--- config.mk ---
export PLATFORM = sky130hd
export DESIGN_NAME = wds_top
export DESIGN_NICKNAME = d
export VERILOG_FILES = /design/src/verilog/wds_pkg.sv /design/src/verilog/wds_top.sv
export VERILOG_INCLUDE_DIRS = /design/src /design/src/verilog
export SDC_FILE = /design/constraint.sdc
export NUM_CORES = 1
export LEC_CHECK = 0
export BUFFER_PORTS_ARGS = -buffer_cell sky130_fd_sc_hd__buf_2
export CORE_ASPECT_RATIO = 1.4
export CORE_UTILIZATION = 56
export DETAILED_ROUTE_END_ITERATION = 16
export PLACE_DENSITY = 0.86
export SETUP_SLACK_MARGIN = 0.05
export SYNTH_ARGS = -nofsm -noshare
export SYNTH_HDL_FRONTEND = slang
export SYNTH_SLANG_ARGS = --single-unit
--- constraint.sdc ---
create_clock -name pclk -period 5.45 [get_ports pclk]
set_input_delay 1.09 -clock pclk [delete_from_list [all_inputs] [get_ports pclk]]
set_output_delay 1.09 -clock pclk [all_outputs]
set_load 0.02 [all_outputs]
--- src/verilog/wds_cfg.svh ---
// watchdog and sleep controller constants: offsets, fields, reset values,
// timing counts. included by the controller and the bench.
`ifndef WDS_CFG_SVH
`define WDS_CFG_SVH
// register indices (printed offset 81h is not a multiple of four)
`define WDS_IDX_TCFG      8'h81
`define WDS_IDX_CTRL      8'h82
`define WDS_IDX_STAT      8'h83
`define WDS_ADDR_TCFG     12'h204
`define WDS_ADDR_CTRL     12'h208
`define WDS_ADDR_STAT     12'h20C
`define WDS_TCFG_RST      8'hFF
// timer config field positions
`define WDS_BIT_OWNER     3
`define WDS_RATIO_LSB     0
// control register bits (write one = strobe)
`define WDS_BIT_CLR       0
`define WDS_BIT_SLEEP     1
// status register bit positions
`define WDS_ST_EXPIRY_N   0
`define WDS_ST_SLEEP_N    1
`define WDS_ST_ASLEEP     2
`define WDS_ST_STARTUP    3
// timing
`define WDS_TIMEOUT_MS    18
`define WDS_OSC_HZ        31250
`define WDS_OST_PERIODS   1024
`endif

--- src/verilog/wds_pkg.sv ---
// types for the watchdog and sleep controller
package wds_pkg;
  typedef enum logic [1:0] {
    WDS_RUN   = 2'b00,
    WDS_SLEEP = 2'b01,
    WDS_OST   = 2'b11
  } wds_state_t;
endpackage

--- src/verilog/wds_top.sv ---
// watchdog timer with sleep and wake control, apb register slave.
// assumes pclk at 100 MHz, a free-running watchdog oscillator on
// wdt_osc_clk (sampled, not a clock) and a core that pulses its
// instruction strobes for one pclk cycle.
//
// Behaviour
// watchdog counts its own free oscillator
// expiry while running gives full reset
// expiry while asleep wakes, no reset
// fuse clear disables watchdog completely
// base timeout 18 ms of oscillator
// prescaler assigned via owner bit, 1:128
// ratio field n divides by 2^n
// clear or sleep zero counter, prescaler
// any timeout clears expiry flag
// sleep entry clears, flags, halts oscillator, holds pins
// watchdog reset never drives reset pin
// wake on pin reset, watchdog, interrupt
// sleep flag set at powerup, cleared by sleep
// sleep prefetches next instruction
// wake needs own enable, ignores global
// global enable chooses vector after wake
// software puts nop after sleep
// pending enabled interrupt wakes at once
// every wake clears watchdog counter
// crystal modes wait 1024 periods after wake
`timescale 1ns/1ns
`include "wds_cfg.svh"
module wds_top import wds_pkg::*; #(
  parameter int OSC_HZ     = `WDS_OSC_HZ,      // watchdog oscillator rate
  parameter int OST_CYCLES = `WDS_OST_PERIODS  // start-up, main osc periods
) (
  input  wire logic        pclk,
  input  wire logic        presetn,
  input  wire logic        psel,
  input  wire logic        penable,
  input  wire logic        pwrite,
  input  wire logic [11:0] paddr,
  input  wire logic [31:0] pwdata,
  output logic [31:0]      prdata,
  output logic             pready,
  output logic             pslverr,
  input  wire logic        wdt_osc_clk,        // free rc oscillator level
  input  wire logic        main_osc_tick,      // one main-osc period pulse
  input  wire logic        watchdog_fuse_enable,
  input  wire logic        crystal_mode,       // crystal-type oscillator
  input  wire logic        clear_watchdog_instr,
  input  wire logic        sleep_instr,
  input  wire logic        global_irq_enable,
  input  wire logic [2:0]  irq_enable,         // edge, pin change, periph
  input  wire logic [2:0]  irq_flag,
  output logic             device_reset,       // internal reset pulse
  output logic             osc_driver_on,
  output logic             io_hold,
  output logic             core_resume,        // execute next instr pulse
  output logic             branch_to_vector,   // with resume: vector next
  output logic             prefetch_next,
  output logic             expiry_flag_n,
  output logic             sleep_flag_n
);
  // ==========================================================
  // constants
  // ==========================================================
  // the tick count is truncated, so a rate that does not divide evenly
  // times out slightly early; the 16-bit counter caps OSC_HZ near 3.6 MHz
  localparam int BASE_TICKS = (`WDS_TIMEOUT_MS * OSC_HZ) / 1000;
  localparam int CW = 16;
  localparam logic [CW-1:0] BASE_LAST = CW'(BASE_TICKS - 1);

  // ==========================================================
  // oscillator sampling and edge detect
  // ==========================================================
  // the rc level must stay put for at least two pclk cycles per phase,
  // or an edge is lost; pclk is far faster than any rc rate in use
  logic sync1_ff;       // first stage, read only by sync2_ff
  logic sync2_ff;
  logic osc_prev_ff;
  always_ff @(posedge pclk or negedge presetn) begin
    if (!presetn) begin
      sync1_ff    <= 1'b0;
      sync2_ff    <= 1'b0;
      osc_prev_ff <= 1'b0;
    end else begin
      sync1_ff    <= wdt_osc_clk;
      sync2_ff    <= sync1_ff;
      osc_prev_ff <= sync2_ff;
    end
  end
  // the rc edge keeps arriving during sleep, since pclk stands for the
  // always-on domain here; only the core's oscillator is stopped
  wire osc_tick = sync2_ff & ~osc_prev_ff;

  // ==========================================================
  // registers and apb decode
  // ==========================================================
  logic [7:0] tcfg_ff;       // timer configuration
  logic       expiry_n_ff;
  logic       sleep_n_ff;
  wds_state_t state_ff;
  wds_state_t nxt_state;

  wire access   = psel & penable;
  wire hit_tcfg = paddr == `WDS_ADDR_TCFG;
  wire hit_ctrl = paddr == `WDS_ADDR_CTRL;
  wire hit_stat = paddr == `WDS_ADDR_STAT;
  wire mapped   = hit_tcfg | hit_ctrl | hit_stat;
  wire wr_tcfg  = access & pwrite & hit_tcfg;
  wire wr_ctrl  = access & pwrite & hit_ctrl;
  wire sw_clear = wr_ctrl & pwdata[`WDS_BIT_CLR];
  wire sw_sleep = wr_ctrl & pwdata[`WDS_BIT_SLEEP];

  // read mux; stat shows live state
  wire [31:0] rd_mux =
      hit_tcfg ? {24'h000000, tcfg_ff} :
      hit_stat ? {28'h0000000, state_ff == WDS_OST,
                  state_ff == WDS_SLEEP, sleep_n_ff, expiry_n_ff} :
      32'h00000000;

  // zero wait state slave; unmapped access errors
  always_ff @(posedge pclk or negedge presetn) begin
    if (!presetn) begin
      pready  <= 1'b0;
      pslverr <= 1'b0;
      prdata  <= 32'h00000000;
    end else begin
      pready  <= psel & ~penable;
      pslverr <= psel & ~penable & ~mapped;
      prdata  <= (psel & ~penable & ~pwrite) ? rd_mux : 32'h00000000;
    end
  end

  // writes are taken only at the completing edge (pready high)
  always_ff @(posedge pclk or negedge presetn) begin
    if (!presetn)
      tcfg_ff <= `WDS_TCFG_RST;
    else if (wr_tcfg & pready)
      tcfg_ff <= pwdata[7:0];
  end

  // ==========================================================
  // prescaler and counter
  // ==========================================================
  wire       owner_wdt = tcfg_ff[`WDS_BIT_OWNER];
  wire [2:0] ratio     = tcfg_ff[`WDS_RATIO_LSB +: 3];
  wire       do_clear  = clear_watchdog_instr | sleep_instr |
                         (sw_clear & pready) | (sw_sleep & pready);
  wire       enter_sleep = (sleep_instr | (sw_sleep & pready)) &&
                           state_ff == WDS_RUN;
  logic [6:0]    pre_ff;
  logic [CW-1:0] cnt_ff;
  logic          wake_clr;
  // ratio n selects 2^n; 1:1 when n = 0 or prescaler is elsewhere
  wire [6:0] pre_mask = owner_wdt ? 7'((8'h01 << ratio) - 8'h01) : 7'h00;
  wire pre_wrap  = (pre_ff & pre_mask) == pre_mask;
  wire base_tick = osc_tick & pre_wrap;
  // wake_clr stays out of this term: it is decoded from timeout itself,
  // so feeding it back would close a combinational loop
  wire timeout   = watchdog_fuse_enable & base_tick &
                   (cnt_ff == BASE_LAST) & ~do_clear;

  always_ff @(posedge pclk or negedge presetn) begin
    if (!presetn) begin
      pre_ff <= 7'h00;
      cnt_ff <= '0;
    end else if (do_clear || wake_clr || !watchdog_fuse_enable) begin
      // prescaler only zeroed while it is ours
      pre_ff <= owner_wdt ? 7'h00 : pre_ff;
      cnt_ff <= '0;
    end else if (osc_tick) begin
      pre_ff <= 7'(pre_ff + 7'h01);
      if (base_tick)
        cnt_ff <= (cnt_ff == BASE_LAST) ? '0 : CW'(cnt_ff + 1'b1);
    end
  end

  // ==========================================================
  // sleep state machine
  // ==========================================================
  wire irq_wake = |(irq_enable & irq_flag);
  logic [10:0] ost_ff;
  wire ost_done = ost_ff == 11'(OST_CYCLES - 1);

  always_comb begin
    nxt_state = state_ff;
    wake_clr  = 1'b0;
    case (state_ff)
      WDS_RUN: begin
        if (enter_sleep)
          nxt_state = WDS_SLEEP;
      end
      WDS_SLEEP: begin
        if (timeout || irq_wake) begin
          wake_clr  = 1'b1;
          nxt_state = crystal_mode ? WDS_OST : WDS_RUN;
        end
      end
      WDS_OST: begin
        if (main_osc_tick && ost_done)
          nxt_state = WDS_RUN;
      end
      default: nxt_state = WDS_RUN;
    endcase
  end

  always_ff @(posedge pclk or negedge presetn) begin
    if (!presetn)
      state_ff <= WDS_RUN;
    else
      state_ff <= nxt_state;
  end

  // start-up timer counts main oscillator periods
  always_ff @(posedge pclk or negedge presetn) begin
    if (!presetn)
      ost_ff <= 11'h000;
    else if (state_ff != WDS_OST)
      ost_ff <= 11'h000;
    else if (main_osc_tick)
      ost_ff <= 11'(ost_ff + 11'h001);
  end

  // resume: on sleep exit without start-up, or end of start-up
  wire resume_now = (state_ff == WDS_SLEEP && nxt_state == WDS_RUN) ||
                    (state_ff == WDS_OST && nxt_state == WDS_RUN);
  logic wake_wdt_ff;   // remembers a watchdog wake across start-up

  // ==========================================================
  // flags and outputs
  // ==========================================================
  always_ff @(posedge pclk or negedge presetn) begin
    if (!presetn) begin
      expiry_n_ff <= 1'b1;   // power-up value
      sleep_n_ff  <= 1'b1;
      wake_wdt_ff <= 1'b0;
    end else begin
      // timeout clearing wins over the sleep-entry set
      if (timeout)
        expiry_n_ff <= 1'b0;
      else if (enter_sleep && watchdog_fuse_enable)
        expiry_n_ff <= 1'b1;
      if (enter_sleep)
        sleep_n_ff <= 1'b0;
      if (state_ff == WDS_SLEEP && wake_clr)
        wake_wdt_ff <= timeout;
    end
  end

  always_ff @(posedge pclk or negedge presetn) begin
    if (!presetn) begin
      device_reset     <= 1'b0;
      osc_driver_on    <= 1'b1;
      io_hold          <= 1'b0;
      core_resume      <= 1'b0;
      branch_to_vector <= 1'b0;
      prefetch_next    <= 1'b0;
      expiry_flag_n    <= 1'b1;
      sleep_flag_n     <= 1'b1;
    end else begin
      // internal only: no reset-pin driver exists here
      device_reset     <= timeout && state_ff == WDS_RUN;
      osc_driver_on    <= nxt_state != WDS_SLEEP;
      io_hold          <= nxt_state != WDS_RUN;
      core_resume      <= resume_now;
      // a direct wake judges the live timeout, a delayed one the latch
      branch_to_vector <= resume_now & global_irq_enable &
                          ~(state_ff == WDS_OST ? wake_wdt_ff : timeout);
      prefetch_next    <= enter_sleep;
      expiry_flag_n    <= timeout ? 1'b0 : expiry_n_ff;
      sleep_flag_n     <= enter_sleep ? 1'b0 : sleep_n_ff;
    end
  end
endmodule // wds_top

---- Word-level counts from Yosys, hierarchy flattened ----
Cells that the tools add are included.
Widths: inputs -> output; s select.
word-level totals
  word-level logic and storage cells ...... 116
  bits of input ports ..................... 62
  bits in registers ....................... 67
  output and inout bits ................... 42
operators by class
  multiplexer cells ....................... 24
  add/subtract/negate cells ............... 4
  bitwise gates (word level) .............. 33
  equal/unequal tests ..................... 11
  shift operators ......................... 1
  reduce and logical (&&, ||, !) cells .... 22
operators by type and width
  kind                   number
  $mux 16                4
  $eq 12x10->1 const B   3
  $mux 7                 4
  $mux 11                2
  $and 1x1->1            19
  $add 16x1->16 const B  1
  $eq 16x10->1 const B   1
  $mux 8                 2
  $add 11x1->11 const B  1
  $eq 11x10->1 const B   1
  $reduce_bool 2->1      5
  $mux 2                 4
  $add 7x1->7 const B    1
  $and 7x7->7            1
  $eq 7x7->1             1
  $logic_and 1x1->1      7
  $shl 1x3->7 const A    1
  $sub 7x1->7 const B    1
  $mux 1                 6
  $not 1->1              6
  $or 1x1->1             6
  $pmux 2 s3             1
  $logic_not 2->1        2
  $logic_or 1x1->1       4
  other kinds (9)        11

---- Logic depth before layout (Yosys ltp) ----
  word-level depth ........................ 17
  depth in mapped cells ................... 9
  gate-level depth less buffers ........... 8

---- Worst setup path after synthesis ----
OpenSTA, ideal clock, no wires.
  kind .................................... in2reg
  from .................................... input paddr[3]
  to ...................................... register pre_ff[5]
  required time ........................... 5.324 ns
  buffers on the path ..................... 1
  path slack .............................. 2.796 ns
  arrival ................................. 2.528 ns
  stages on the path ...................... 7
  setup time .............................. 0.126 ns
  cell sequence ........................... buf_2 nor4b_1 nand4_1 o211ai_1 o211ai_1 o21a_2 a221o_1
on the way
  word-level cells in the longest chain between the ends .. 15
  elaborated cells between the ends (all ways) .. 19
  classes of those cells .................. 2 x eq/ne; 3 x mux; 9 x bitwise; 5 x reduce/logical
RTL lines
  what                                                              RTL line        source
  from (decl)                                                       wds_top.sv:38   input wire logic [11:0] paddr,
  $eq 12x10->1 (no source line) *                                   --
  $and 1x1->1 *                                                     wds_top.sv:108  wire wr_ctrl = access & pwrite & hit_ctrl;
  $and 1x1->1                                                       wds_top.sv:109  wire sw_clear = wr_ctrl & pwdata[`WDS_BIT_CLR];
  $and 1x1->1                                                       wds_top.sv:146  (sw_clear & pready) | (sw_sleep & pready);
  $or 1x1->1                                                        wds_top.sv:145  wire do_clear = clear_watchdog_instr | sleep_instr |
  $or 1x1->1 *                                                      wds_top.sv:146
  $not 1->1                                                         wds_top.sv:159  (cnt_ff == BASE_LAST) & ~do_clear;
  $and 1x1->1                                                       wds_top.sv:159
  $logic_or 1x1->1                                                  wds_top.sv:192  if (timeout || irq_wake) begin
  $mux 1                                                            wds_top.sv:192
  $mux 1                                                            wds_top.sv:186  case (state_ff)
  $logic_or 1x1->1 * (2 in a row)                                   wds_top.sv:165  end else if (do_clear || wake_clr || !watchdog_fuse_enable) begin
  $ne 2x2->1 (no source line) or $reduce_bool 2->1 (tied branches)  --
  $reduce_and 2->1 (no source line)                                 --
  to (signal assigned)                                              wds_top.sv:167  pre_ff <= owner_wdt ? 7'h00 : pre_ff;
  to (signal assigned)                                              wds_top.sv:170  pre_ff <= 7'(pre_ff + 7'h01);
  to (decl)                                                         wds_top.sv:149  logic [6:0] pre_ff;
Every way passes the cells marked *; elsewhere a longest branch is shown, timed or not.
A chain may end at the register's enable or synchronous reset.

---- Worst setup path in the final report ----
  from .................................... register cnt_ff[0]
  to ...................................... register cnt_ff[12]
on the way
  word-level cells in the longest chain between the ends .. 10
  elaborated cells between the ends (all ways) .. 16
  classes of those cells .................. 1 x add/sub; 1 x eq/ne; 6 x mux; 2 x bitwise; 6 x reduce/logical
RTL lines
  what                                                                    RTL line        source
  from (decl)                                                             wds_top.sv:150  logic [CW-1:0] cnt_ff;
  from (signal assigned)                                                  wds_top.sv:172  cnt_ff <= (cnt_ff == BASE_LAST) ? '0 : CW'(cnt_ff + 1'b1);
  parallel branches: the longest is 10 deep, another holds $add 16x1->16  --
Several ways; the timed one is not identified. The select of a mux whose other input is x is not followed.

==> metrics.md <==
| Metric | Value |
|---|---|
| Status | `finished clean` |
| Worst path max stage delay | `roughly 0.54 ns` |
| Highest net fanout along the worst path | `12` |
| Wire length per cell after detailed routing | `around 15 microns` |
| Post-CTS setup buffers | `0` |
| ANT nets after route | `0` |
| Yosys reg bits | `67` |
| Share of the core filled with cells in the final layout | `0.659` |
| Top-level I/O count | `approximately 100` |
| Achievable Freq | `approximately 360 MHz` |
| Number of global-route vias before repair | `around 2,500` |
| Share of async-settable or async-resettable flops after synthesis | `1.00` |
| Overall global routing resource usage | `0.240` |
| Via-to-Cell Ratio | `about 5.7` |
| Non-filler cells in the finished layout | `around 470` |
| Vias after detailed routing | `2,669` |
| Worst slew slack as a fraction of its limit | `0.457` |
| GP Congestion | `a little over 0.8` |
| Multi-input logic area | `~1600 sq um` |
| # fillers | `480` |
| Critical path class | `flip-flop to flip-flop` |
| Critical Path, Cell by Cell | `ha_1, nor4b_2, and4_1, or4b_4, a21oi_4, nand2b_1, a21oi_1` |
| Relative area change from synthesis to final layout | `12.2%` |
| Power per unit of standard cell area | `279 nW/um^2` |
| Gr ovfl total | `0` |
| Number of warning messages in the yosys log | `0` |
| Average size of a mapped cell | `roughly 10 sq um` |
| Finished layout cell area | `approximately 3900 sq um` |
| H-tree depth | `3` |
| Worst hold-check path type | `flip-flop to flip-flop` |
| Worst-case hold slack | `about 0.36 ns` |
| Setup violations, final | `0` |
| Most used flip-flop cell after synthesis | `sky130_fd_sc_hd__dfrtp_1` |
| CTS Hold Bufs | `0` |
| Final total negative setup slack | `0 ns` |
| DRC violations left | `0` |
| Cell total after placement | `450` |
| Post-DP HPWL | `~5000 microns` |
| Signal arrival time at the worst endpoint | `2.99 ns` |
| Number of slew-limit violations in the final report | `0` |
| Slowest library cell on the worst path | `sky130_fd_sc_hd__or4b_4` |
| Clock buffer depth | `2` |
| TritonCTS sink count | `67` |
| Number of enable flip-flop cells after synthesis | `0` |
| Port Buffer Count | `55` |
| Clock slew at reported path FFs | `0.07 ns` |
| Antenna fix cells | `0` |
| Drt initial violations | `around 220` |
| Fraction of final layout cells with drive strength greater than 1 | `0.270` |
| FF/Latch Area | `1690 sq um` |
| Starting Density | `0.588` |
| Total wire length | `~7000 microns` |
| Number of antenna violations at the first check in global routing | `0` |
| Worst Setup Start Kind | `flip-flop` |
| DP Area | `3700 sq um` |
| Required time of the critical path | `around 5.7 ns` |
| Clock skew | `roughly 0.0096 ns` |
| RSZ-0062 raised after global routing | `no` |
| Endpoint type of the worst setup path | `flip-flop` |
| Die Ht | `roughly 95 microns` |
| Post-synthesis cell area | `around 3500 sq um` |
| Number of buffers inserted during clock tree synthesis | `9` |
| Share of synthesized area occupied by flip-flops and latches | `0.487` |
| Library cell used as clock root buffer | `sky130_fd_sc_hd__clkbuf_8` |
| Number of cell rows | `33` |
| Later-pin clock latency in the skew report | `between 0.3 and 0.4 ns` |
| Largest net degree at the start of global routing | `between 60 and 70` |
| Most frequent cells in the layout | `sky130_fd_sc_hd__dfrtp_1 (55), sky130_fd_sc_hd__buf_2 (55), sky130_fd_sc_hd__nor2_1 (26)` |
| Register-to-Register Path Depth | `7` |
| Worst path top cell family by delay | `simple AND/OR/NAND/NOR gates` |
| Area of the die | `6520 sq um` |
| Area of the core region | `about 5900 sq um` |
| Global-route wire length before repair | `11,400 microns` |
| Count of unique library cells instantiated by Yosys | `between 60 and 70` |
| Number of violations of the max-capacitance limit | `0` |
| Hold Path Cell Cnt | `0` |
| Synthesized netlist cell count | `roughly 330` |
| Most area-hungry cell type in the Yosys netlist | `sky130_fd_sc_hd__dfrtp_1` |
| Post-cts resize count | `0` |
| Least-Margin Pin Slew | `a little over 0.8 ns` |
| Lkg Pwr | `approximately 1.8 nW` |
| Top area cells in the synthesized netlist | `sky130_fd_sc_hd__dfrtp_1 (40%), sky130_fd_sc_hd__dfstp_2 (9.1%), sky130_fd_sc_hd__buf_4 (5.2%)` |
| VDD IR-drop max | `185 uV` |
| Fraction of the cycle the final worst path needs | `0.509` |
| Total stage count of the critical path | `7` |
| Tmin final | `around 2.8 ns` |
| CTS tree | `built` |
| Worst Path Buf+Inv | `0` |
| Post-layout net count | `approximately 460` |
| Fraction of post-synthesis cell area in the top cell type by area | `0.397` |
| Horizontal die dimension | `approximately 70 microns` |
| Final Hold Fails | `0` |
| Drt first pass iters | `4` |
==> area by class of cell <==
type,count,share of cell area
sequential,67,0.434
clock buffer,13,0.0382
multi-input combinational,252,0.416
clock inverter,3,0.0103
tap,70,0.0225
timing repair buffer,57,0.0746
inverter,4,0.00386
==> state kept, by name, summed over array words and instances (netlist names), 2 cells and up <==
name      cells
pre_ff        7
ost_ff       11
prdata        8
cnt_ff       16
tcfg_ff       8
state_ff      2
==> cell usage after synthesis (3+ instances only) <==
master                     count
sky130_fd_sc_hd__o21ai_0      14
sky130_fd_sc_hd__nand4_1       5
sky130_fd_sc_hd__nor2b_1       7
sky130_fd_sc_hd__and4_1        4
sky130_fd_sc_hd__ha_1          4
sky130_fd_sc_hd__nor3_1        8
sky130_fd_sc_hd__a21oi_1      16
sky130_fd_sc_hd__clkbuf_1      4
sky130_fd_sc_hd__a211oi_1      3
sky130_fd_sc_hd__nor2_1       26
sky130_fd_sc_hd__xor2_1       11
sky130_fd_sc_hd__nand2b_1      6
sky130_fd_sc_hd__mux2i_1       5
sky130_fd_sc_hd__a31oi_1       3
sky130_fd_sc_hd__and3_1        5
sky130_fd_sc_hd__o211ai_1      5
sky130_fd_sc_hd__xnor2_1       5
sky130_fd_sc_hd__nor4b_1       3
sky130_fd_sc_hd__or3_1         8
sky130_fd_sc_hd__a21o_1        3
sky130_fd_sc_hd__mux2_2        9
sky130_fd_sc_hd__dfstp_2      12
sky130_fd_sc_hd__nand2_1      21
sky130_fd_sc_hd__inv_1         4
sky130_fd_sc_hd__nor4_1        5
sky130_fd_sc_hd__nand3_1      13
sky130_fd_sc_hd__and2_1        7
sky130_fd_sc_hd__dfrtp_1      55
sky130_fd_sc_hd__buf_4        24
==> where the power goes <==
group | internal (mW) | switching, mW
sequential | 0.533 | 0.0299
combinational | 0.0513 | 0.0738
clock | 0.223 | 0.175
total | 0.807 | 0.279
==> routing by layer <==
layer / part of all wire / GRT usage / routed length (microns)
met1: 0.41 / 0.286 / 2820
met2: 0.53 / 0.395 / 3690
met3: 0.041 / 0.0550 / 286
met4: 0.021 / 0.125 / 146
met5: 0 / 0 / 0
==> metrics by stage <==
| step | power [mW] | setup WS (ns) |
|---|---|---|
| CTS | 1.10 | 2.71 |
| detailed placement | 0.698 | 2.42 |
| global placement | 0.688 | 2.50 |
| finish | 1.09 | 2.68 |
| floorplan | 0.664 | 2.80 |
| global route | 1.14 | 2.49 |
==> kinds of logic after synthesis <==
logic type,after synthesis,share of synthesized area
AO/OA/AOI/OAI,58,0.116
XOR/XNOR,16,0.0404
adder cells (fa/ha/maj),4,0.0144
buffers and inverters,36,0.0707
flip-flops,67,0.487
multiplexers,14,0.0436
other,1,0.00108
AND/OR/NAND/NOR,136,0.226
==> final timing paths <==
check | startpoint | endpoint | slack (ns)
worst max-delay path | cnt_ff[0] | cnt_ff[12] | 2.68
worst min register to register | sync1_ff | sync2_ff | 0.36
worst min-delay path | sync1_ff | sync2_ff | 0.36
worst max register to register | cnt_ff[0] | cnt_ff[12] | 2.68
max in group asynchronous | presetn | io_hold | 3.99
min in group asynchronous | presetn | cnt_ff[11] | 0.92
Power figures use the tool's default switching activity.
